`src/verilog/axis_sig_pkg.sv`:
```
// package: constants, types and register map of the axis external signal block
// assumes a 20 MHz system clock and a 32-bit classic Wishbone register bus
package axis_sig_pkg;

  // ----------------------------------------
  // clock and timing
  // ----------------------------------------
  localparam int CLK_PERIOD_NS = 50;
  localparam int CLEAR_TIME_NS = 1000;
  localparam int CLEAR_TIME_CYCLES = (CLEAR_TIME_NS + CLK_PERIOD_NS - 1) / CLK_PERIOD_NS;

  // ----------------------------------------
  // register map (byte addresses)
  // ----------------------------------------
  localparam logic [7:0] CTRL_OFFSET = 8'h00;
  localparam logic [7:0] CLEAR_TIME_OFFSET = 8'h04;
  localparam logic [7:0] STATUS_OFFSET = 8'h08;

  // control fields
  localparam int CTRL_POSITIVE_BIT = 0;
  localparam int CTRL_FUNC_LSB = 1;
  localparam logic CTRL_POSITIVE_RESET = 1'b0;
  localparam logic [1:0] CTRL_FUNC_RESET = 2'h0;
  localparam int CLEAR_TIME_WIDTH = 16;
  localparam logic [15:0] CLEAR_TIME_RESET = 16'(CLEAR_TIME_CYCLES);

  // status fields
  localparam int STAT_INPUTS_LSB = 0;
  localparam int STAT_ORIGIN_REQ_BIT = 5;
  localparam int STAT_ORIGIN_DONE_BIT = 6;
  localparam int STAT_CLEAR_BIT = 7;
  localparam int STAT_STOP_INPUT_BIT = 8;
  localparam int STAT_STOP_READY_BIT = 9;

  // ----------------------------------------
  // types
  // ----------------------------------------
  typedef enum logic [1:0] {
    FUNC_START = 2'h0,
    FUNC_SPEED_CHANGE = 2'h1,
    FUNC_SKIP = 2'h2,
    FUNC_NONE = 2'h3
  } ext_func_t;

  typedef enum logic [2:0] {
    METHOD_DOG = 3'h0,
    METHOD_STOPPER1 = 3'h1,
    METHOD_STOPPER2 = 3'h2,
    METHOD_STOPPER3 = 3'h3,
    METHOD_COUNT1 = 3'h4,
    METHOD_COUNT2 = 3'h5
  } method_t;

  typedef enum logic [1:0] {
    CLR_IDLE = 2'b00,
    CLR_WAIT_FEED = 2'b01,
    CLR_PULSE = 2'b11
  } clr_state_t;

  // field inputs, raw pin levels, 1 = energised
  typedef struct packed {
    logic zero;
    logic dog;
    logic ready;
    logic ext_cmd;
    logic stop;
  } ctrl_inputs_t;

  // from the positioning core
  typedef struct packed {
    logic positioning_busy;
    logic switch_control;
    logic origin_return_active;
    logic feed_active;
    method_t method;
    logic clear_request;
    logic origin_return_done;
  } core_status_t;

  // one-cycle events to the positioning core
  typedef struct packed {
    logic stop_positioning;
    logic switch_trigger;
    logic ext_start;
    logic speed_change;
    logic skip;
    logic dog_edge;
    logic zero_edge;
  } core_events_t;

endpackage : axis_sig_pkg

```
`src/verilog/input_sync.sv`:
```
// two-stage synchroniser bank for asynchronous field inputs
// assumes a single system clock; first stage feeds only the second
`timescale 1ns/1ps
`default_nettype none
module input_sync #(
  parameter int WIDTH = 5
) (
  // clock and reset
  input wire logic sys_clk,
  input wire logic rstn,
  // data
  input wire logic [WIDTH-1:0] async_in,
  output logic [WIDTH-1:0] sync_out
);

  logic [WIDTH-1:0] meta_reg;

  // ----------------------------------------
  // two flops per input
  // ----------------------------------------
  always_ff @(posedge sys_clk or negedge rstn) begin
    if (!rstn) begin
      meta_reg <= '0;
      sync_out <= '0;
    end else begin
      meta_reg <= async_in;
      sync_out <= meta_reg;
    end
  end

endmodule : input_sync
`default_nettype wire

```
`src/verilog/clear_pulse_timer.sv`:
```
// down-counter pulse timer for the deviation counter clear output
// assumes start is a one-cycle pulse from the same clock domain
`timescale 1ns/1ps
`default_nettype none
module clear_pulse_timer #(
  parameter int WIDTH = 16
) (
  // clock and reset
  input wire logic sys_clk,
  input wire logic rstn,
  // control
  input wire logic start,
  input wire logic [WIDTH-1:0] duration,
  // output
  output logic active_reg
);

  logic [WIDTH-1:0] count_reg;
  logic [WIDTH-1:0] count_next;

  always_comb begin
    count_next = count_reg;
    if (start) begin
      count_next = duration;
    end else if (count_reg != '0) begin
      count_next = count_reg - 1'b1;
    end
  end

  // ----------------------------------------
  // counter and output flop
  // ----------------------------------------
  always_ff @(posedge sys_clk or negedge rstn) begin
    if (!rstn) begin
      count_reg <= '0;
      active_reg <= 1'b0;
    end else begin
      count_reg <= count_next;
      active_reg <= (count_next != '0);
    end
  end

endmodule : clear_pulse_timer
`default_nettype wire

```
`src/verilog/axis_external_signal_control.sv`:
```
// per-axis interpretation of external control inputs and clear pulse output
// assumes field pins are asynchronous, core signals share sys_clk, wishbone classic slave
//
// Overview of operation
// - stop input turning active halts positioning in progress
// - stop input release never starts motion
// - in switching control the external command edge switches the phase
// - otherwise external command acts as start, speed change or skip by setting
// - origin-return request shown whenever drive unit is not ready
// - ready lost during positioning halts positioning
// - ready returning never restarts positioning
// - ready lost clears origin-return-complete flag
// - clear output during origin return, never in second count method
// - clear output width comes from the duration setting
// - stopper methods issue clear only after feed pulses stop
// - software cannot drive the clear output directly
// - input polarity defaults to negative logic, selectable
// - negative logic: energised is active; positive logic inverts
// - zero marker detected on inactive-to-active edge
// - near-point dog detected on inactive-to-active edge
//
// The register offsets and the Wishbone slave port were left to the implementer.
`timescale 1ns/1ps
`default_nettype none
module axis_external_signal_control #(
  parameter int CLEAR_WIDTH = axis_sig_pkg::CLEAR_TIME_WIDTH
) (
  // clock and reset
  input wire logic sys_clk,
  input wire logic rstn,
  // wishbone slave
  input wire logic cyc_i,
  input wire logic stb_i,
  input wire logic we_i,
  input wire logic [7:0] adr_i,
  input wire logic [3:0] sel_i,
  input wire logic [31:0] dat_i,
  output logic [31:0] dat_o,
  output logic ack_o,
  // field pins
  input wire axis_sig_pkg::ctrl_inputs_t field_pins,
  output logic counter_clear_out,
  // positioning core
  input wire axis_sig_pkg::core_status_t core_status,
  output axis_sig_pkg::core_events_t core_events,
  output logic origin_return_request,
  output logic origin_return_complete
);

  axis_sig_pkg::ctrl_inputs_t pins_sync;
  axis_sig_pkg::ctrl_inputs_t act;
  axis_sig_pkg::ctrl_inputs_t act_prev_reg;
  axis_sig_pkg::ctrl_inputs_t rise;
  axis_sig_pkg::ext_func_t func_reg;
  axis_sig_pkg::clr_state_t clr_state_reg;
  axis_sig_pkg::method_t method_reg;
  logic positive_reg;
  logic [CLEAR_WIDTH-1:0] clear_time_reg;
  logic [CLEAR_WIDTH-1:0] pulse_time_reg;
  logic stop_by_input_reg;
  logic stop_by_ready_reg;
  logic clear_start;
  logic ready_fall;
  logic wr_en;
  logic rd_en;
  logic clear_active;

  // ----------------------------------------
  // synchronise and apply polarity
  // ----------------------------------------
  input_sync #(
    .WIDTH($bits(axis_sig_pkg::ctrl_inputs_t))
  ) u_sync (
    .sys_clk(sys_clk),
    .rstn(rstn),
    .async_in(field_pins),
    .sync_out(pins_sync)
  );

  assign act = pins_sync ^ {$bits(axis_sig_pkg::ctrl_inputs_t){positive_reg}};
  assign rise = act & ~act_prev_reg;
  assign ready_fall = act_prev_reg.ready & ~act.ready;

  always_ff @(posedge sys_clk or negedge rstn) begin
    if (!rstn) begin
      act_prev_reg <= '0;
    end else begin
      act_prev_reg <= act;
    end
  end

  // ----------------------------------------
  // events to the positioning core
  // ----------------------------------------
  always_ff @(posedge sys_clk or negedge rstn) begin
    if (!rstn) begin
      core_events <= '0;
    end else begin
      core_events.stop_positioning <= core_status.positioning_busy
                                      & (rise.stop | ready_fall);
      core_events.switch_trigger <= rise.ext_cmd & core_status.switch_control;
      // start only while stop inactive and drive ready; nothing on release
      core_events.ext_start <= rise.ext_cmd & ~core_status.switch_control
                               & (func_reg == axis_sig_pkg::FUNC_START)
                               & ~act.stop & act.ready;
      core_events.speed_change <= rise.ext_cmd & ~core_status.switch_control
                                  & (func_reg == axis_sig_pkg::FUNC_SPEED_CHANGE);
      core_events.skip <= rise.ext_cmd & ~core_status.switch_control
                          & (func_reg == axis_sig_pkg::FUNC_SKIP);
      core_events.dog_edge <= rise.dog;
      core_events.zero_edge <= rise.zero;
    end
  end

  // ----------------------------------------
  // origin-return request and complete
  // ----------------------------------------
  always_ff @(posedge sys_clk or negedge rstn) begin
    if (!rstn) begin
      origin_return_request <= 1'b1;
      origin_return_complete <= 1'b0;
    end else begin
      origin_return_request <= ~act.ready;
      if (ready_fall || !act.ready) begin
        origin_return_complete <= 1'b0;
      end else if (core_status.origin_return_done) begin
        origin_return_complete <= 1'b1;
      end
    end
  end

  // ----------------------------------------
  // clear pulse sequencer
  // ----------------------------------------
  function automatic logic is_stopper(input axis_sig_pkg::method_t m);
    is_stopper = (m == axis_sig_pkg::METHOD_STOPPER1) || (m == axis_sig_pkg::METHOD_STOPPER2)
                 || (m == axis_sig_pkg::METHOD_STOPPER3);
  endfunction : is_stopper

  assign clear_start = ((clr_state_reg == axis_sig_pkg::CLR_IDLE) && core_status.clear_request
                        && core_status.origin_return_active
                        && (core_status.method != axis_sig_pkg::METHOD_COUNT2)
                        && !(is_stopper(core_status.method) && core_status.feed_active))
                       || ((clr_state_reg == axis_sig_pkg::CLR_WAIT_FEED)
                        && !core_status.feed_active);

  always_ff @(posedge sys_clk or negedge rstn) begin
    if (!rstn) begin
      clr_state_reg <= axis_sig_pkg::CLR_IDLE;
      method_reg <= axis_sig_pkg::METHOD_DOG;
      pulse_time_reg <= '0;
    end else begin
      if (clear_start) begin
        pulse_time_reg <= clear_time_reg;
      end
      unique case (clr_state_reg)
        axis_sig_pkg::CLR_IDLE: begin
          if (core_status.clear_request && core_status.origin_return_active
              && core_status.method != axis_sig_pkg::METHOD_COUNT2) begin
            method_reg <= core_status.method;
            if (is_stopper(core_status.method) && core_status.feed_active) begin
              clr_state_reg <= axis_sig_pkg::CLR_WAIT_FEED;
            end else begin
              clr_state_reg <= axis_sig_pkg::CLR_PULSE;
            end
          end
        end
        axis_sig_pkg::CLR_WAIT_FEED: begin
          if (!core_status.feed_active) begin
            clr_state_reg <= axis_sig_pkg::CLR_PULSE;
          end
        end
        axis_sig_pkg::CLR_PULSE: begin
          if (!clear_active && !clear_start) begin
            clr_state_reg <= axis_sig_pkg::CLR_IDLE;
          end
        end
        default: begin
          clr_state_reg <= axis_sig_pkg::CLR_IDLE;
        end
      endcase
    end
  end

  clear_pulse_timer #(
    .WIDTH(CLEAR_WIDTH)
  ) u_timer (
    .sys_clk(sys_clk),
    .rstn(rstn),
    .start(clear_start),
    .duration(clear_time_reg),
    .active_reg(clear_active)
  );

  assign counter_clear_out = clear_active;

  // ----------------------------------------
  // stop cause flags, set wins over clear
  // ----------------------------------------
  always_ff @(posedge sys_clk or negedge rstn) begin
    if (!rstn) begin
      stop_by_input_reg <= 1'b0;
      stop_by_ready_reg <= 1'b0;
    end else begin
      if (core_status.positioning_busy && rise.stop) begin
        stop_by_input_reg <= 1'b1;
      end else if (wr_en && adr_i == axis_sig_pkg::STATUS_OFFSET && sel_i[1]
                   && dat_i[axis_sig_pkg::STAT_STOP_INPUT_BIT]) begin
        stop_by_input_reg <= 1'b0;
      end
      if (core_status.positioning_busy && ready_fall) begin
        stop_by_ready_reg <= 1'b1;
      end else if (wr_en && adr_i == axis_sig_pkg::STATUS_OFFSET && sel_i[1]
                   && dat_i[axis_sig_pkg::STAT_STOP_READY_BIT]) begin
        stop_by_ready_reg <= 1'b0;
      end
    end
  end

  // ----------------------------------------
  // wishbone slave, ack one cycle after request
  // ----------------------------------------
  assign wr_en = cyc_i & stb_i & we_i & ~ack_o;
  assign rd_en = cyc_i & stb_i & ~we_i & ~ack_o;

  always_ff @(posedge sys_clk or negedge rstn) begin
    if (!rstn) begin
      ack_o <= 1'b0;
    end else begin
      ack_o <= cyc_i & stb_i & ~ack_o;
    end
  end

  // no clear-output bit here: software cannot force it
  always_ff @(posedge sys_clk or negedge rstn) begin
    if (!rstn) begin
      positive_reg <= axis_sig_pkg::CTRL_POSITIVE_RESET;
      func_reg <= axis_sig_pkg::ext_func_t'(axis_sig_pkg::CTRL_FUNC_RESET);
      clear_time_reg <= CLEAR_WIDTH'(axis_sig_pkg::CLEAR_TIME_RESET);
    end else if (wr_en) begin
      if (adr_i == axis_sig_pkg::CTRL_OFFSET && sel_i[0]) begin
        positive_reg <= dat_i[axis_sig_pkg::CTRL_POSITIVE_BIT];
        func_reg <= axis_sig_pkg::ext_func_t'(dat_i[axis_sig_pkg::CTRL_FUNC_LSB +: 2]);
      end
      if (adr_i == axis_sig_pkg::CLEAR_TIME_OFFSET) begin
        if (sel_i[0]) begin
          clear_time_reg[7:0] <= dat_i[7:0];
        end
        if (sel_i[1]) begin
          clear_time_reg[15:8] <= dat_i[15:8];
        end
      end
    end
  end

  always_ff @(posedge sys_clk or negedge rstn) begin
    if (!rstn) begin
      dat_o <= '0;
    end else if (rd_en) begin
      dat_o <= '0;
      unique case (adr_i)
        axis_sig_pkg::CTRL_OFFSET: begin
          dat_o[axis_sig_pkg::CTRL_POSITIVE_BIT] <= positive_reg;
          dat_o[axis_sig_pkg::CTRL_FUNC_LSB +: 2] <= func_reg;
        end
        axis_sig_pkg::CLEAR_TIME_OFFSET: begin
          dat_o[CLEAR_WIDTH-1:0] <= clear_time_reg;
        end
        axis_sig_pkg::STATUS_OFFSET: begin
          dat_o[axis_sig_pkg::STAT_INPUTS_LSB +: 5] <= act;
          dat_o[axis_sig_pkg::STAT_ORIGIN_REQ_BIT] <= origin_return_request;
          dat_o[axis_sig_pkg::STAT_ORIGIN_DONE_BIT] <= origin_return_complete;
          dat_o[axis_sig_pkg::STAT_CLEAR_BIT] <= clear_active;
          dat_o[axis_sig_pkg::STAT_STOP_INPUT_BIT] <= stop_by_input_reg;
          dat_o[axis_sig_pkg::STAT_STOP_READY_BIT] <= stop_by_ready_reg;
        end
        default: begin
          dat_o <= '0;
        end
      endcase
    end
  end

  // ----------------------------------------
  // assertions
  // ----------------------------------------
  logic [CLEAR_WIDTH-1:0] high_cnt_reg;

  always_ff @(posedge sys_clk or negedge rstn) begin
    if (!rstn) begin
      high_cnt_reg <= '0;
    end else if (clear_active) begin
      high_cnt_reg <= high_cnt_reg + 1'b1;
    end else begin
      high_cnt_reg <= '0;
    end
  end
endmodule : axis_external_signal_control
`default_nettype wire

```
`config.mk`:
```
export PLATFORM = sky130hd
export DESIGN_NAME = axis_external_signal_control
export DESIGN_NICKNAME = d
export VERILOG_FILES = /design/src/verilog/axis_sig_pkg.sv /design/src/verilog/input_sync.sv /design/src/verilog/clear_pulse_timer.sv /design/src/verilog/axis_external_signal_control.sv
export SDC_FILE = /design/constraint.sdc
export NUM_CORES = 1
export LEC_CHECK = 0
export ABC_AREA = 1
export BUFFER_PORTS_ARGS = -buffer_cell sky130_fd_sc_hd__buf_2
export CAP_MARGIN = 20
export CELL_PAD_IN_SITES_DETAIL_PLACEMENT = 0
export CELL_PAD_IN_SITES_GLOBAL_PLACEMENT = 1
export CORE_UTILIZATION = 38
export CTS_BUF_LIST = sky130_fd_sc_hd__clkbuf_8 sky130_fd_sc_hd__clkbuf_16
export CTS_CLUSTER_SIZE = 10
export DETAILED_ROUTE_END_ITERATION = 16
export PLACE_DENSITY_LB_ADDON = 0.1
export SLEW_MARGIN = 20
export SYNTH_ARGS = -nofsm -noshare
export SYNTH_HDL_FRONTEND = slang
export SYNTH_SLANG_ARGS = --single-unit
```
`constraint.sdc`:
```
create_clock -name sys_clk -period 1.8 [get_ports sys_clk]
set_input_delay 0.54 -clock sys_clk [delete_from_list [all_inputs] [get_ports sys_clk]]
set_output_delay 0.54 -clock sys_clk [all_outputs]
set_load 0.02 [all_outputs]
```
## Word level (Yosys, flattened, before mapping)

Cells that the tools add are included.
W data, S select, Z words.

| operators by class | value |
|---|---|
| $add $sub $neg | 1 |
| equality and inequality tests | 13 |
| mux-type cells | 16 |
| bitwise gates (word level) | 24 |
| reduce and logical (&&, ||, !) cells | 37 |

Operators by type and width:

| cell | count |
|---|---|
| $mux W16 | 2 |
| $reduce_bool A16 Y1 | 2 |
| $logic_and A1 B1 Y1 | 16 |
| $sub A16 B1 Y16 const B | 1 |
| $and A1 B1 Y1 | 15 |
| $pmux W7 S2 | 1 |
| $pmux W3 S3 | 1 |
| $reduce_and A3 Y1 | 3 |
| $eq A8 B3 Y1 const B | 1 |
| $eq A8 B4 Y1 const B | 1 |
| $logic_not A8 Y1 | 1 |
| $mux W2 | 4 |
| $eq A3 B2 Y1 const B | 2 |
| $mux W1 | 6 |
| $mux W6 | 1 |
| $pmux W2 S3 | 1 |
| $reduce_bool A2 Y1 | 3 |
| $and A5 B5 Y5 | 1 |
| $logic_not A1 Y1 | 5 |
| $not A1 Y1 | 5 |
| $not A5 Y5 | 1 |
| $xor A5 B5 Y5 | 1 |
| $eq A2 B1 Y1 const B | 2 |
| $eq A2 B2 Y1 const B | 2 |
| other kinds (8) | 13 |

| word-level totals | value |
|---|---|
| bits in registers | 81 |
| input bits | 63 |
| output and inout bits | 43 |
| logic and storage cells | 118 |

## Depth between registers and ports, before layout

Gate-level depths: netlist of the first run.

| logic depth | value |
|---|---|
| depth in word-level cells | 11 |
| gate-level depth with buffers | 14 |
| depth with buffers taken out | 13 |

## By module

A second synthesis of the first run with hierarchy kept.

| second synthesis, totals | value |
|---|---|
| cells, all modules | 484 |
| area total of the unflattened synthesis | 4156.5 um2 |

Modules (own cells, without submodules):

| module | times used | cells an instance | area each (um2) | seq. area each (um2) |
|---|---|---|---|---|
| axis_external_signal_control | 1 | 277 | 2595.0 | 1355.0 |
| clear_pulse_timer | 1 | 197 | 1311.3 | 425.4 |
| input_sync | 1 | 10 | 250.2 | 250.2 |

## Worst setup path after synthesis of the first run

No wires, ideal clock.

| timing path | value |
|---|---|
| path type | input-to-reg |
| from | in core_status[3] in the netlist's numbering |
| to | reg u_timer.active_reg |
| setup time | 0.119 ns |
| data arrival time | 1.519 ns |
| data required time | 1.681 ns |
| setup slack | 0.163 ns |
| stages | 13 |
| path buffers | 1 |
| path through | inv_1 > nand3_1 > nand3_1 > nor2_2 > nor2_2 > buf_6 > nand2_2 > nand2_2 > nand2_1 > clkinv_1 > nand2_1 > nor2_1 > nand2_1 |

| between the ends | value |
|---|---|
| longest elaborated chain between the ends | 9 |
| elaborated cells between the ends (all ways) | 13 |
| those cells by class | eq/ne (4); mux (1); reduce/logical (8) |

Ends and longest elaborated chain:

| what | RTL line | text |
|---|---|---|
| from (decl) | axis_external_signal_control.sv:44 | `input wire axis_sig_pkg::core_status_t core_status,` |
| $eq A3 B1 Y1 / $eq A3 B2 Y1 (equally long branches) | axis_external_signal_control.sv:136 | `is_stopper = (m == axis_sig_pkg::METHOD_STOPPER1) \|\| (m == axis_sig_pkg::METHOD_STOPPER2)` |
| $logic_or A1 B1 Y1 | axis_external_signal_control.sv:136 |  |
| $logic_or A1 B1 Y1 | axis_external_signal_control.sv:137 | `\|\| (m == axis_sig_pkg::METHOD_STOPPER3);` |
| $logic_and A1 B1 Y1 | axis_external_signal_control.sv:143 | `&& !(is_stopper(core_status.method) && core_status.feed_active))` |
| $logic_not A1 Y1 | axis_external_signal_control.sv:143 |  |
| $logic_and A1 B1 Y1 * | axis_external_signal_control.sv:143 |  |
| $logic_or A1 B1 Y1 * | axis_external_signal_control.sv:144 | `\|\| ((clr_state_reg == axis_sig_pkg::CLR_WAIT_FEED)` |
| $mux W16 * | clear_pulse_timer.sv:23 | `if (start) begin` |
| $reduce_bool A16 Y1 * | clear_pulse_timer.sv:39 | `active_reg <= (count_next != '0);` |
| to (signal assigned) | clear_pulse_timer.sv:39 |  |
| to (decl) | clear_pulse_timer.sv:15 | `output logic active_reg` |

Every way passes the cells marked *; elsewhere a longest branch is shown, timed or not.
A chain may end at the register's enable or synchronous reset.

## Final worst setup path of the first run

| timing path | value |
|---|---|
| from | reg u_timer.count_reg[1] |
| to | reg u_timer.active_reg |

| between the ends | value |
|---|---|
| longest elaborated chain between the ends | 4 |
| elaborated cells between the ends (all ways) | 5 |
| those cells by class | add/sub (1); mux (2); reduce/logical (2) |

Ends and longest elaborated chain:

| what | RTL line | text |
|---|---|---|
| from (decl) | clear_pulse_timer.sv:18 | `logic [WIDTH-1:0] count_reg;` |
| from (signal assigned) | clear_pulse_timer.sv:38 | `count_reg <= count_next;` |
| $sub A16 B1 Y16 / $reduce_bool A16 Y1 (equally long branches) | clear_pulse_timer.sv:26, clear_pulse_timer.sv:25 |  |
| $mux W16 * | clear_pulse_timer.sv:25 | `end else if (count_reg != '0) begin` |
| $mux W16 * | clear_pulse_timer.sv:23 |  |
| net u_timer.count_next[8] | clear_pulse_timer.sv:19 | `logic [WIDTH-1:0] count_next;` |
| $reduce_bool A16 Y1 * | clear_pulse_timer.sv:39 |  |

The timed path passes the listed nets; every way through them passes the cells marked *.

==> impl_metrics.env, run 1 <==
export IMPL_synthCells=448
export IMPL_layoutNonFillerInstCount=704
export IMPL_rows=36
export IMPL_grtUsageTotal=0.186
export IMPL_cts_made_buffers=9
export IMPL_power_frac_seq=0.387
export IMPL_grt_max_degree=82
export IMPL_grt_ovfl_total=0
export IMPL_antenna_cells=0
export IMPL_viasPerCell=4.52
export IMPL_leakagePower_nw=2.62
export IMPL_numPortBuffers=71
export IMPL_ys_warn_count=0
export IMPL_dp_cells=686
export IMPL_hold_viol=0
export IMPL_fin_area_mm2=0.00496
export IMPL_synth_top_area_frac=0.507
export IMPL_place_ws_ns=-0.152
export IMPL_clockBufferDepth=2
export IMPL_first_global_vias=3126
export IMPL_drt_first_pass_iters=4
export IMPL_final_nets=631
export IMPL_crit_type="reg2reg"
export IMPL_fin_crit_ns=1.70
export IMPL_drc=0
export IMPL_synth_xor_xnor_area_share=0.0159
export IMPL_start_util=0.392
export IMPL_synth_top_family_by_area="simple AND/OR/NAND/NOR gates"
export IMPL_crit_path_max_fanout=7
export IMPL_worst_r2r_cell_count=11
export IMPL_synth_simple_gate_area_frac=0.268
export IMPL_p_int_mw=3.64
export IMPL_rr_startpoint="u_timer.count_reg[1]$_DFF_PN0_"
export IMPL_vdd_drop_max_uv=627
export IMPL_synth_compound_area_frac=0.0692
export IMPL_status="completed"
export IMPL_cp_start_kind="flop"
export IMPL_endpoint_kind="flop"
export IMPL_setup_viol=0
export IMPL_muxShareOfSynthArea=0.0234
export IMPL_clk_latency_ns=0.35
export IMPL_place_area_mm2=0.00461
export IMPL_fp_dieH_um=103
export IMPL_drive_gt1_frac=0.343
export IMPL_grt_pass1_wl_um=14700
export IMPL_antenna_found_initial=0
export IMPL_synth_cell_area_mm2=0.00385
export IMPL_h_tree_depth=3
export IMPL_place_hpwl_um=6730
export IMPL_fillers=1003
export IMPL_syn2layout_area_growth_pct=28.8
export IMPL_routed_wl_um=8960
export IMPL_cts_root_buf="clkbuf_8"
export IMPL_yosys_area_top_type="dfrtp_1"
export IMPL_r2r_end="u_timer.active_reg$_DFF_PN0_"
export IMPL_required_ns=2.05
export IMPL_power_frac_comb=0.368
export IMPL_maxCapViolations=0
export IMPL_synth_fa_ha_area_frac=0.00650
export IMPL_final_util=0.505
export IMPL_die_x_um=103
export IMPL_core_area_mm2=0.00982
export IMPL_hp_class="in2async"
export IMPL_clkSinkCount=81
export IMPL_r2r_setup_slack_ns=0.1
export IMPL_vias=3183
export IMPL_ys_seq_area_frac=0.527
export IMPL_synth_cell_types=35
export IMPL_power_density_mw_per_mm2=1160
export IMPL_fmax_ghz=0.588
export IMPL_cp_endpoint="u_timer.active_reg$_DFF_PN0_"
export IMPL_clk_pin_slew_ns=0.08
export IMPL_routabilityCongestion=0.800
export IMPL_slew_viol_final=0
export IMPL_grt_setup_unrepaired="true"
export IMPL_arrival_ns=1.95
export IMPL_io_pins=106
export IMPL_ctsHoldBuffers=0
export IMPL_fin_skew_ns=0.00626
export IMPL_clkPwrFrac=0.246
export IMPL_fin_crit_sh=0.945
export IMPL_post_drt_wl_per_cell_um=12.7
export IMPL_postSynthAreaPerCell_um2=8.60
export IMPL_swShare=0.365
export IMPL_power_mw=5.73
export IMPL_crit_start="u_timer.count_reg[1]$_DFF_PN0_"
export IMPL_ant_nets=0
export IMPL_ys_top_cells_by_area="dfrtp_1, nand2_1, nor2_1, nand3_1, inv_1"
export IMPL_drt_iter0_drc=96
export IMPL_setup_ws_ns=0.0982
export IMPL_die_area_mm2=0.0105
export IMPL_switchingPower_mw=2.10
export IMPL_cts_tree="built"
export IMPL_yosys_register_bits=81
-- stage by stage --
stage / setup TNS [ns] / hold WS, ns
6_report: 0 / 0.196
3_3_place_gp: -1.70 / 0.332
3_5_place_dp: -2.38 / 0.336
2_1_floorplan: 0 / 0.244
5_1_grt: -0.0416 / 0.222
4_1_cts: 0 / 0.210
-- critical path, stage by stage, from the launching register on --
cell and delay (ns):
dfrtp_1 0.41, inv_2 0.12, ha_4 0.15, nand2_2 0.06, nor2_4 0.17, nand2_4 0.13
nand3_1 0.14, nand2_2 0.06, nor2_1 0.10, nand2_1 0.07, nor2_2 0.12, nand2_1 0.06
-- synthesized netlist by cell type --
master / number
o311ai_1: 1
or2_2: 1
conb_1: 1
nor2_1: 48
a22o_1: 5
o211ai_1: 2
a21boi_0: 1
xor2_1: 1
buf_4: 17
mux2_2: 8
nor2_2: 11
dfrtp_1: 78
xnor2_1: 6
nand3b_1: 4
o2bb2ai_1: 1
o21ai_4: 1
nor3_1: 3
nand2_2: 10
a21oi_1: 8
nor2_4: 2
and3_1: 1
inv_1: 41
nand3_1: 34
clkinv_1: 1
inv_2: 2
buf_6: 2
o21ai_0: 24
nand3_2: 1
nor3_2: 1
clkbuf_1: 3
buf_2: 3
ha_1: 2
o22ai_1: 1
nand2_1: 120
dfstp_2: 3
-- power by group through the flow --
stage | Sequential, mW | Clock [mW] | Combinational (mW)
5_1_grt | 2.25 | 1.53 | 2.38
3_3_place_gp | 2.21 | 0 | 1.82
6_report | 2.22 | 1.41 | 2.11
2_1_floorplan | 2.20 | 0 | 1.21
3_5_place_dp | 2.22 | 0 | 1.83
4_1_cts | 2.18 | 1.46 | 1.88
-- placed cells by master (no fill, tap or decap), types with 9 or more instances in the layout --
cell type,count
nand2_1,116
dfrtp_1,75
buf_2,70
buf_4,44
inv_1,41
nor2_1,37
nand3_1,32
o21ai_0,20
nor2_2,16
conb_1,16
nand2_2,12
clkbuf_8,9
-- how the worst min path moves through the flow --
stage          slack, ns                      endpoint  cells past startpoint                         start
2_1_floorplan       0.24               ack_o$_DFF_PN0_                      0                          rstn
3_3_place_gp        0.33  u_sync.sync_out[2]$_DFF_PN0_                      0  u_sync.meta_reg[2]$_DFF_PN0_
6_report            0.20      core_events[5]$_DFF_PN0_                      2                          rstn
5_1_grt             0.22      core_events[5]$_DFF_PN0_                      2                          rstn
4_1_cts             0.21      core_events[5]$_DFF_PN0_                      2                          rstn
3_5_place_dp        0.34  u_sync.sync_out[1]$_DFF_PN0_                      0  u_sync.meta_reg[1]$_DFF_PN0_
-- cell type report --
class                           count  area, µm²  area share
Clock buffer                        9        124      0.0250
Sequential cell                    81       2030       0.410
Timing Repair Buffer              116        721       0.145
Multi-Input combinational cell    314       1660       0.335
Inverter                           44        165      0.0333
Clock inverter                      7       87.6      0.0177
Tap cell                          133        166      0.0335
-- cells by family after synthesis --
family                     Yosys count
DFF                                 81
other                                1
buffers and inverters               69
adders and majority gates            2
muxes                                8
xor gates and xnor gates             7
AOI/OAI and AO/OA                   44
and+or+nand+nor                    236
-- per-layer routing --
layer  up-vias  part of all wire  GRT usage  wire length [µm]
met5         -                 0          0                 0
met4         0             0.024     0.0802               218
met2        69              0.47      0.296              4190
li1       1619                 -          -                 -
met3        21             0.044     0.0481               394
met1      1474              0.46      0.240              4160
-- timing repair --
action | 4_1_cts | 5_1_grt
buffers inserted | 0 | 1
endpoints found under the setup margin | 1 | 1
cloned | 0 | 1
pin swaps | 0 | 8
resized for setup | 4 | 36
No activity file was read; power rests on OpenSTA's default activity.
==> run 2, diff against run 1 <==
--- a/config.mk
+++ b/config.mk
@@ -16,2 +16,3 @@
 export DETAILED_ROUTE_END_ITERATION = 16
+export GPL_TIMING_DRIVEN = 0
 export PLACE_DENSITY_LB_ADDON = 0.1
==> constraint.sdc (replaced) <==
create_clock -name sys_clk -period 1.8 [get_ports sys_clk]
set_input_delay 0.36 -clock sys_clk [delete_from_list [all_inputs] [get_ports sys_clk]]
set_output_delay 0.36 -clock sys_clk [all_outputs]
set_load 0.02 [all_outputs]
==> run 2 against run 1 <==
Cell count shrank 0.99%. Design area is essentially flat. Combinational power shrank 3%. Fmax shrank 0.54%. Clock power is essentially flat. Sequential cell count is the same. Via count shrank 2.4%. Core utilization is essentially flat. Largest power group unchanged.
==> impl_metrics.env, run 2 (same netlist as run 1, synthesis figures left out) <==
export IMPL_status="completed"
export IMPL_fillers=985
export IMPL_r2r_setup_slack_ns=0.09
export IMPL_start_util=0.392
export IMPL_slew_headroom=0.658
export IMPL_grt_max_degree=56
export IMPL_grt_ovfl_total=0
export IMPL_layout_commonest_cell="nand2_1"
export IMPL_crit_path_max_fanout=6
export IMPL_place_area_mm2=0.00446
export IMPL_place_hpwl_um=6680
export IMPL_fmax_ghz=0.584
export IMPL_wl_met3_um=273
export IMPL_maxCapViolations=0
export IMPL_regArea_mm2=0.00204
export IMPL_slowest_delay_ns=0.41
export IMPL_hold_viol=0
export IMPL_mostFrequentLayoutCells="nand2_1, buf_2, dfrtp_1"
export IMPL_io_pins=106
export IMPL_rows=36
export IMPL_vdd_drop_max_uv=572
export IMPL_grt_pass1_wl_um=14700
export IMPL_wl_met1_um=4170
export IMPL_antenna_cells=0
export IMPL_required_ns=2.03
export IMPL_viasPerCell=4.46
export IMPL_fin_skew_ns=0.00526
export IMPL_arrival_ns=1.95
export IMPL_routed_wl_um=8940
export IMPL_multi_input_area_mm2=0.00169
export IMPL_cts_root_buf="clkbuf_8"
export IMPL_fin_crit_sh=0.951
export IMPL_leakagePower_nw=2.60
export IMPL_final_nets=624
export IMPL_grtUsageTotal=0.188
export IMPL_antenna_found_initial=0
export IMPL_tightest_slew_ns=0.513
export IMPL_setup_viol=0
export IMPL_cts_tree="built"
export IMPL_top_layer="met4"
export IMPL_clk_pin_slew_ns=0.08
export IMPL_crit_chain="inv_2 -> ha_4 -> nand2_2 -> nor2_4 -> nand2_4 -> clkbuf_16 -> nand3_2 -> nand2_1 -> nor2_1 -> nand2_1 -> nor2_1 -> nand2_1"
export IMPL_die_x_um=103
export IMPL_vias=3106
export IMPL_crit_path_top_delay_cell="dfrtp_1"
export IMPL_fin_crit_ns=1.71
export IMPL_wl_met2_um=4300
export IMPL_hp_class="in2reg"
export IMPL_fp_dieH_um=103
export IMPL_clkSinkCount=81
export IMPL_ant_nets=0
export IMPL_cp_start_kind="flop"
export IMPL_crit_type="reg2reg"
export IMPL_fin_area_mm2=0.00496
export IMPL_crit_family="simple AND/OR/NAND/NOR gates"
export IMPL_endpoint_kind="flop"
export IMPL_drive_gt1_frac=0.340
export IMPL_clockBufferDepth=2
export IMPL_drt_first_pass_iters=4
export IMPL_h_tree_depth=3
export IMPL_core_area_mm2=0.00982
export IMPL_syn2layout_area_growth_pct=28.9
export IMPL_cts_made_buffers=9
export IMPL_die_area_mm2=0.0105
export IMPL_clk_latency_ns=0.35
export IMPL_routabilityCongestion=0.812
export IMPL_first_global_vias=3061
export IMPL_tns_ns=0
export IMPL_drc=0
export IMPL_slew_viol_final=0
export IMPL_power_density_mw_per_mm2=1150
export IMPL_crit_top_cell="nand2_1"
export IMPL_critPathBufInv=2
export IMPL_numPortBuffers=71
export IMPL_drt_iter0_drc=74
export IMPL_post_drt_wl_per_cell_um=12.8
==> run 2: final timing paths <==
check,from,endpoint,cells past startpoint
max,u_timer.count_reg[1]$_DFF_PN0_,u_timer.active_reg$_DFF_PN0_,12
min,field_pins[1],u_sync.meta_reg[1]$_DFF_PN0_,1
max reg2reg,u_timer.count_reg[1]$_DFF_PN0_,u_timer.active_reg$_DFF_PN0_,12
min reg2reg,u_sync.meta_reg[0]$_DFF_PN0_,u_sync.sync_out[0]$_DFF_PN0_,0
max in group asynchronous,rstn,origin_return_request$_DFF_PN1_,3
min in group asynchronous,rstn,u_sync.meta_reg[1]$_DFF_PN0_,2
==> run 2: timing repair <==
action	4_1_cts	5_1_grt
resized for setup	5	48
buffers inserted	2	9
hold buffers	1	0
cloned	0	1
setup endpoints to repair	1	3
endpoints found under the hold margin	24	0
pin swaps	1	15
==> run 2: worst reg2reg max path, stage by stage, from the launching register on <==
cell	delay [ns]
dfrtp_1	0.41
inv_2	0.13
ha_4	0.16
nand2_2	0.06
nor2_4	0.11
nand2_4	0.10
clkbuf_16	0.17
nand3_2	0.07
nand2_1	0.06
nor2_1	0.10
nand2_1	0.06
nor2_1	0.12
nand2_1	0.06
==> run 2: metal layers <==
metal,track usage,vias up
met1,0.246,1426
li1,-,1604
met2,0.307,60
met4,0.0769,0
met3,0.0353,16
met5,0,-
==> run 2: metrics by stage <==
step                       util  hold slack, ns  power, mW  setup slack, ns  cells
after floorplan               -          0.0644       3.41            0.187    463
after global placement    0.451           0.333       3.82           -0.230    667
after detailed placement  0.454           0.303       3.84           -0.137    668
after CTS                 0.480          0.0999       5.32          0.00761    687
after global routing      0.505          0.0970       6.12          -0.0304    697
final                     0.505           0.119       5.69           0.0889    697
==> run 2: layout make-up <==
cell class / count / area share
timing repair buffer: 85 / 0.102
clock inverter: 7 / 0.0176
inverter: 44 / 0.0333
tap: 133 / 0.0335
sequential: 81 / 0.411
clock buffer: 9 / 0.0250
multi-input combinational: 313 / 0.341
buffer: 25 / 0.0366
==> run 2: where the power goes <==
part | switching, mW | internal, mW | total (mW) | leakage (nW)
registers | 0.225 | 2.02 | 2.24 | 1.02
logic | 1.23 | 0.818 | 2.05 | 1.47
clock network | 0.630 | 0.768 | 1.40 | 0.108
total | 2.09 | 3.60 | 5.69 | 2.60
==> run 3, diff against run 2 <==
- PLACE_DENSITY: default -> 0.86
- PLACE_DENSITY_LB_ADDON: 0.1 -> default
==> run 3 against run 2 <==
Critical path depth is 1 lower. Critical path type unchanged. Clock skew grew 0.0020 ns. Critical endpoint unchanged. Register-to-register slack got worse by 0.04 ns. Clock-buffer cell count rose by 4.
==> impl_metrics.env, run 3 (same netlist as run 1, synthesis figures left out) <==
export IMPL_status="completed"
export IMPL_final_util=0.504
export IMPL_r2r_setup_slack_ns=0.05
export IMPL_slew_viol_final=0
export IMPL_p_int_mw=3.48
export IMPL_r2r_end="u_timer.active_reg$_DFF_PN0_"
export IMPL_grt_ovfl_total=0
export IMPL_power_frac_seq=0.399
export IMPL_slowest_delay_ns=0.44
export IMPL_io_pins=106
export IMPL_vias=3200
export IMPL_antenna_found_initial=0
export IMPL_clkPwrFrac=0.225
export IMPL_post_drt_wl_per_cell_um=12.9
export IMPL_clk_latency_ns=0.36
export IMPL_place_hpwl_um=6830
export IMPL_worst_r2r_cell_count=11
export IMPL_crit_chain="nor2_4 -> nand2_4 -> nor2_4 -> nand2_4 -> clkbuf_16 -> nand3_1 -> nand2_2 -> nor2_1 -> nand2_1 -> nor2_1 -> nand2_1"
export IMPL_numPortBuffers=71
export IMPL_rows=36
export IMPL_routabilityCongestion=0.846
export IMPL_hp_class="in2reg"
export IMPL_grt_max_degree=44
export IMPL_required_ns=2.05
export IMPL_crit_start="u_timer.count_reg[3]$_DFF_PN0_"
export IMPL_power_mw=5.61
export IMPL_die_area_mm2=0.0105
export IMPL_grt_pass1_wl_um=14900
export IMPL_vdd_drop_max_uv=593
export IMPL_fp_dieH_um=103
export IMPL_cp_depth=11
export IMPL_routed_wl_um=9000
export IMPL_crit_type="reg2reg"
export IMPL_drive_gt1_frac=0.343
export IMPL_swShare=0.380
export IMPL_cp_start_kind="flop"
export IMPL_leakagePower_nw=2.60
export IMPL_setup_viol=0
export IMPL_arrival_ns=1.99
export IMPL_rr_startpoint="u_timer.count_reg[3]$_DFF_PN0_"
export IMPL_crit_family="simple AND/OR/NAND/NOR gates"
export IMPL_crit_path_top_delay_cell="dfrtp_1"
export IMPL_layout_commonest_cell="nand2_1"
export IMPL_fin_crit_ns=1.75
export IMPL_syn2layout_area_growth_pct=28.4
export IMPL_fin_skew_ns=0.00721
export IMPL_cts_made_buffers=9
export IMPL_antenna_cells=0
export IMPL_drt_iter0_drc=164
export IMPL_min_delay_start="field_pins[2]"
export IMPL_core_area_mm2=0.00982
export IMPL_grtUsageTotal=0.185
export IMPL_h_tree_depth=3
export IMPL_cts_root_buf="clkbuf_8"
export IMPL_fin_crit_sh=0.972
export IMPL_clkSinkCount=81
export IMPL_maxCapViolations=0
export IMPL_clockBufferDepth=2
export IMPL_critPathBufInv=1
export IMPL_hold_viol=0
export IMPL_power_density_mw_per_mm2=1130
export IMPL_switchingPower_mw=2.13
export IMPL_drt_first_pass_iters=4
export IMPL_mostFrequentLayoutCells="nand2_1, dfrtp_1, buf_2"
export IMPL_power_frac_comb=0.376
export IMPL_final_nets=623
export IMPL_die_x_um=103
export IMPL_drc=0
export IMPL_cp_endpoint="u_timer.active_reg$_DFF_PN0_"
export IMPL_viasPerCell=4.60
export IMPL_cts_tree="built"
export IMPL_fmax_ghz=0.572
export IMPL_ant_nets=0
export IMPL_crit_path_max_fanout=6
export IMPL_first_global_vias=3228
export IMPL_endpoint_kind="flop"
export IMPL_clk_pin_slew_ns=0.08
export IMPL_start_util=0.392
export IMPL_grt_setup_unrepaired="true"
-- run 3: cell count changes in the layout (fill, tap and decap cells not counted), sizes merged --
cell	previous run	this run
clkinv	2	1
clkbuf	13	17
bufinv	2	0
buf	105	104
clkinvlp	2	1
-- run 3: worst min-delay path by stage --
stage / endpoint / slack [ns] / depth (start not counted)
6_report: u_sync.meta_reg[2]$_DFF_PN0_ / 0.11 / 1
5_1_grt: u_sync.meta_reg[1]$_DFF_PN0_ / 0.1 / 1
4_1_cts: u_sync.meta_reg[2]$_DFF_PN0_ / 0.09 / 1
3_5_place_dp: u_sync.sync_out[2]$_DFF_PN0_ / 0.34 / 0
3_3_place_gp: u_sync.sync_out[1]$_DFF_PN0_ / 0.33 / 0
2_1_floorplan: ack_o$_DFF_PN0_ / 0.06 / 0
-- run 3: metal layers --
metal	vias to the layer above	GRT usage	share of wire
li1	1614	-	-
met1	1503	0.226	0.43
met2	71	0.317	0.52
met3	12	0.0346	0.040
met4	0	0.0835	0.015
met5	-	0	0
-- run 3: power by group through the flow --
stage / clock, mW / combinational (mW) / sequential [mW]
2_1_floorplan: 0 / 1.21 / 2.20
3_3_place_gp: 0 / 1.56 / 2.23
3_5_place_dp: 0 / 1.61 / 2.23
4_1_cts: 1.29 / 1.66 / 2.19
5_1_grt: 1.36 / 2.35 / 2.26
6_report: 1.26 / 2.11 / 2.24
-- run 3: timing repair --
item	CTS	global route
hold buffers	1	0
cloned	0	1
resized for setup	5	50
hold endpoints to repair	38	0
setup endpoints to repair	1	13
buffers inserted	1	9
pin swaps	1	19
-- run 3: through the flow --
step	instance area, µm²	cells	TNS (ns)	hold slack [ns]	setup slack (ns)
floorplan	3910	463	0	0.0644	0.187
global placement	4430	667	-12.51	0.332	-0.164
detailed placement	4450	668	-0.146	0.336	-0.125
CTS	4670	686	0	0.0950	0.0110
global route	4950	696	-0.0865	0.0976	-0.0532
finish	4950	696	0	0.108	0.0505
-- run 3: worst register-to-register path, cell delays in order (launching register included) --
cell and delay, ns:
dfrtp_1 0.44, nor2_4 0.24, nand2_4 0.08, nor2_4 0.11, nand2_4 0.10, clkbuf_16 0.16
nand3_1 0.10, nand2_2 0.06, nor2_1 0.11, nand2_1 0.07, nor2_1 0.12, nand2_1 0.06
-- run 3: final cells by class --
| type | instances | area [µm²] |
|---|---|---|
| Buffer | 25 | 181 |
| Tap cell | 133 | 166 |
| Inverter | 44 | 165 |
| Multi-Input combinational cell | 313 | 1720 |
| Sequential cell | 81 | 2030 |
| Timing Repair Buffer | 84 | 488 |
| Fill cell | 987 | 4870 |
| Clock buffer | 13 | 179 |
| Clock inverter | 3 | 15.0 |
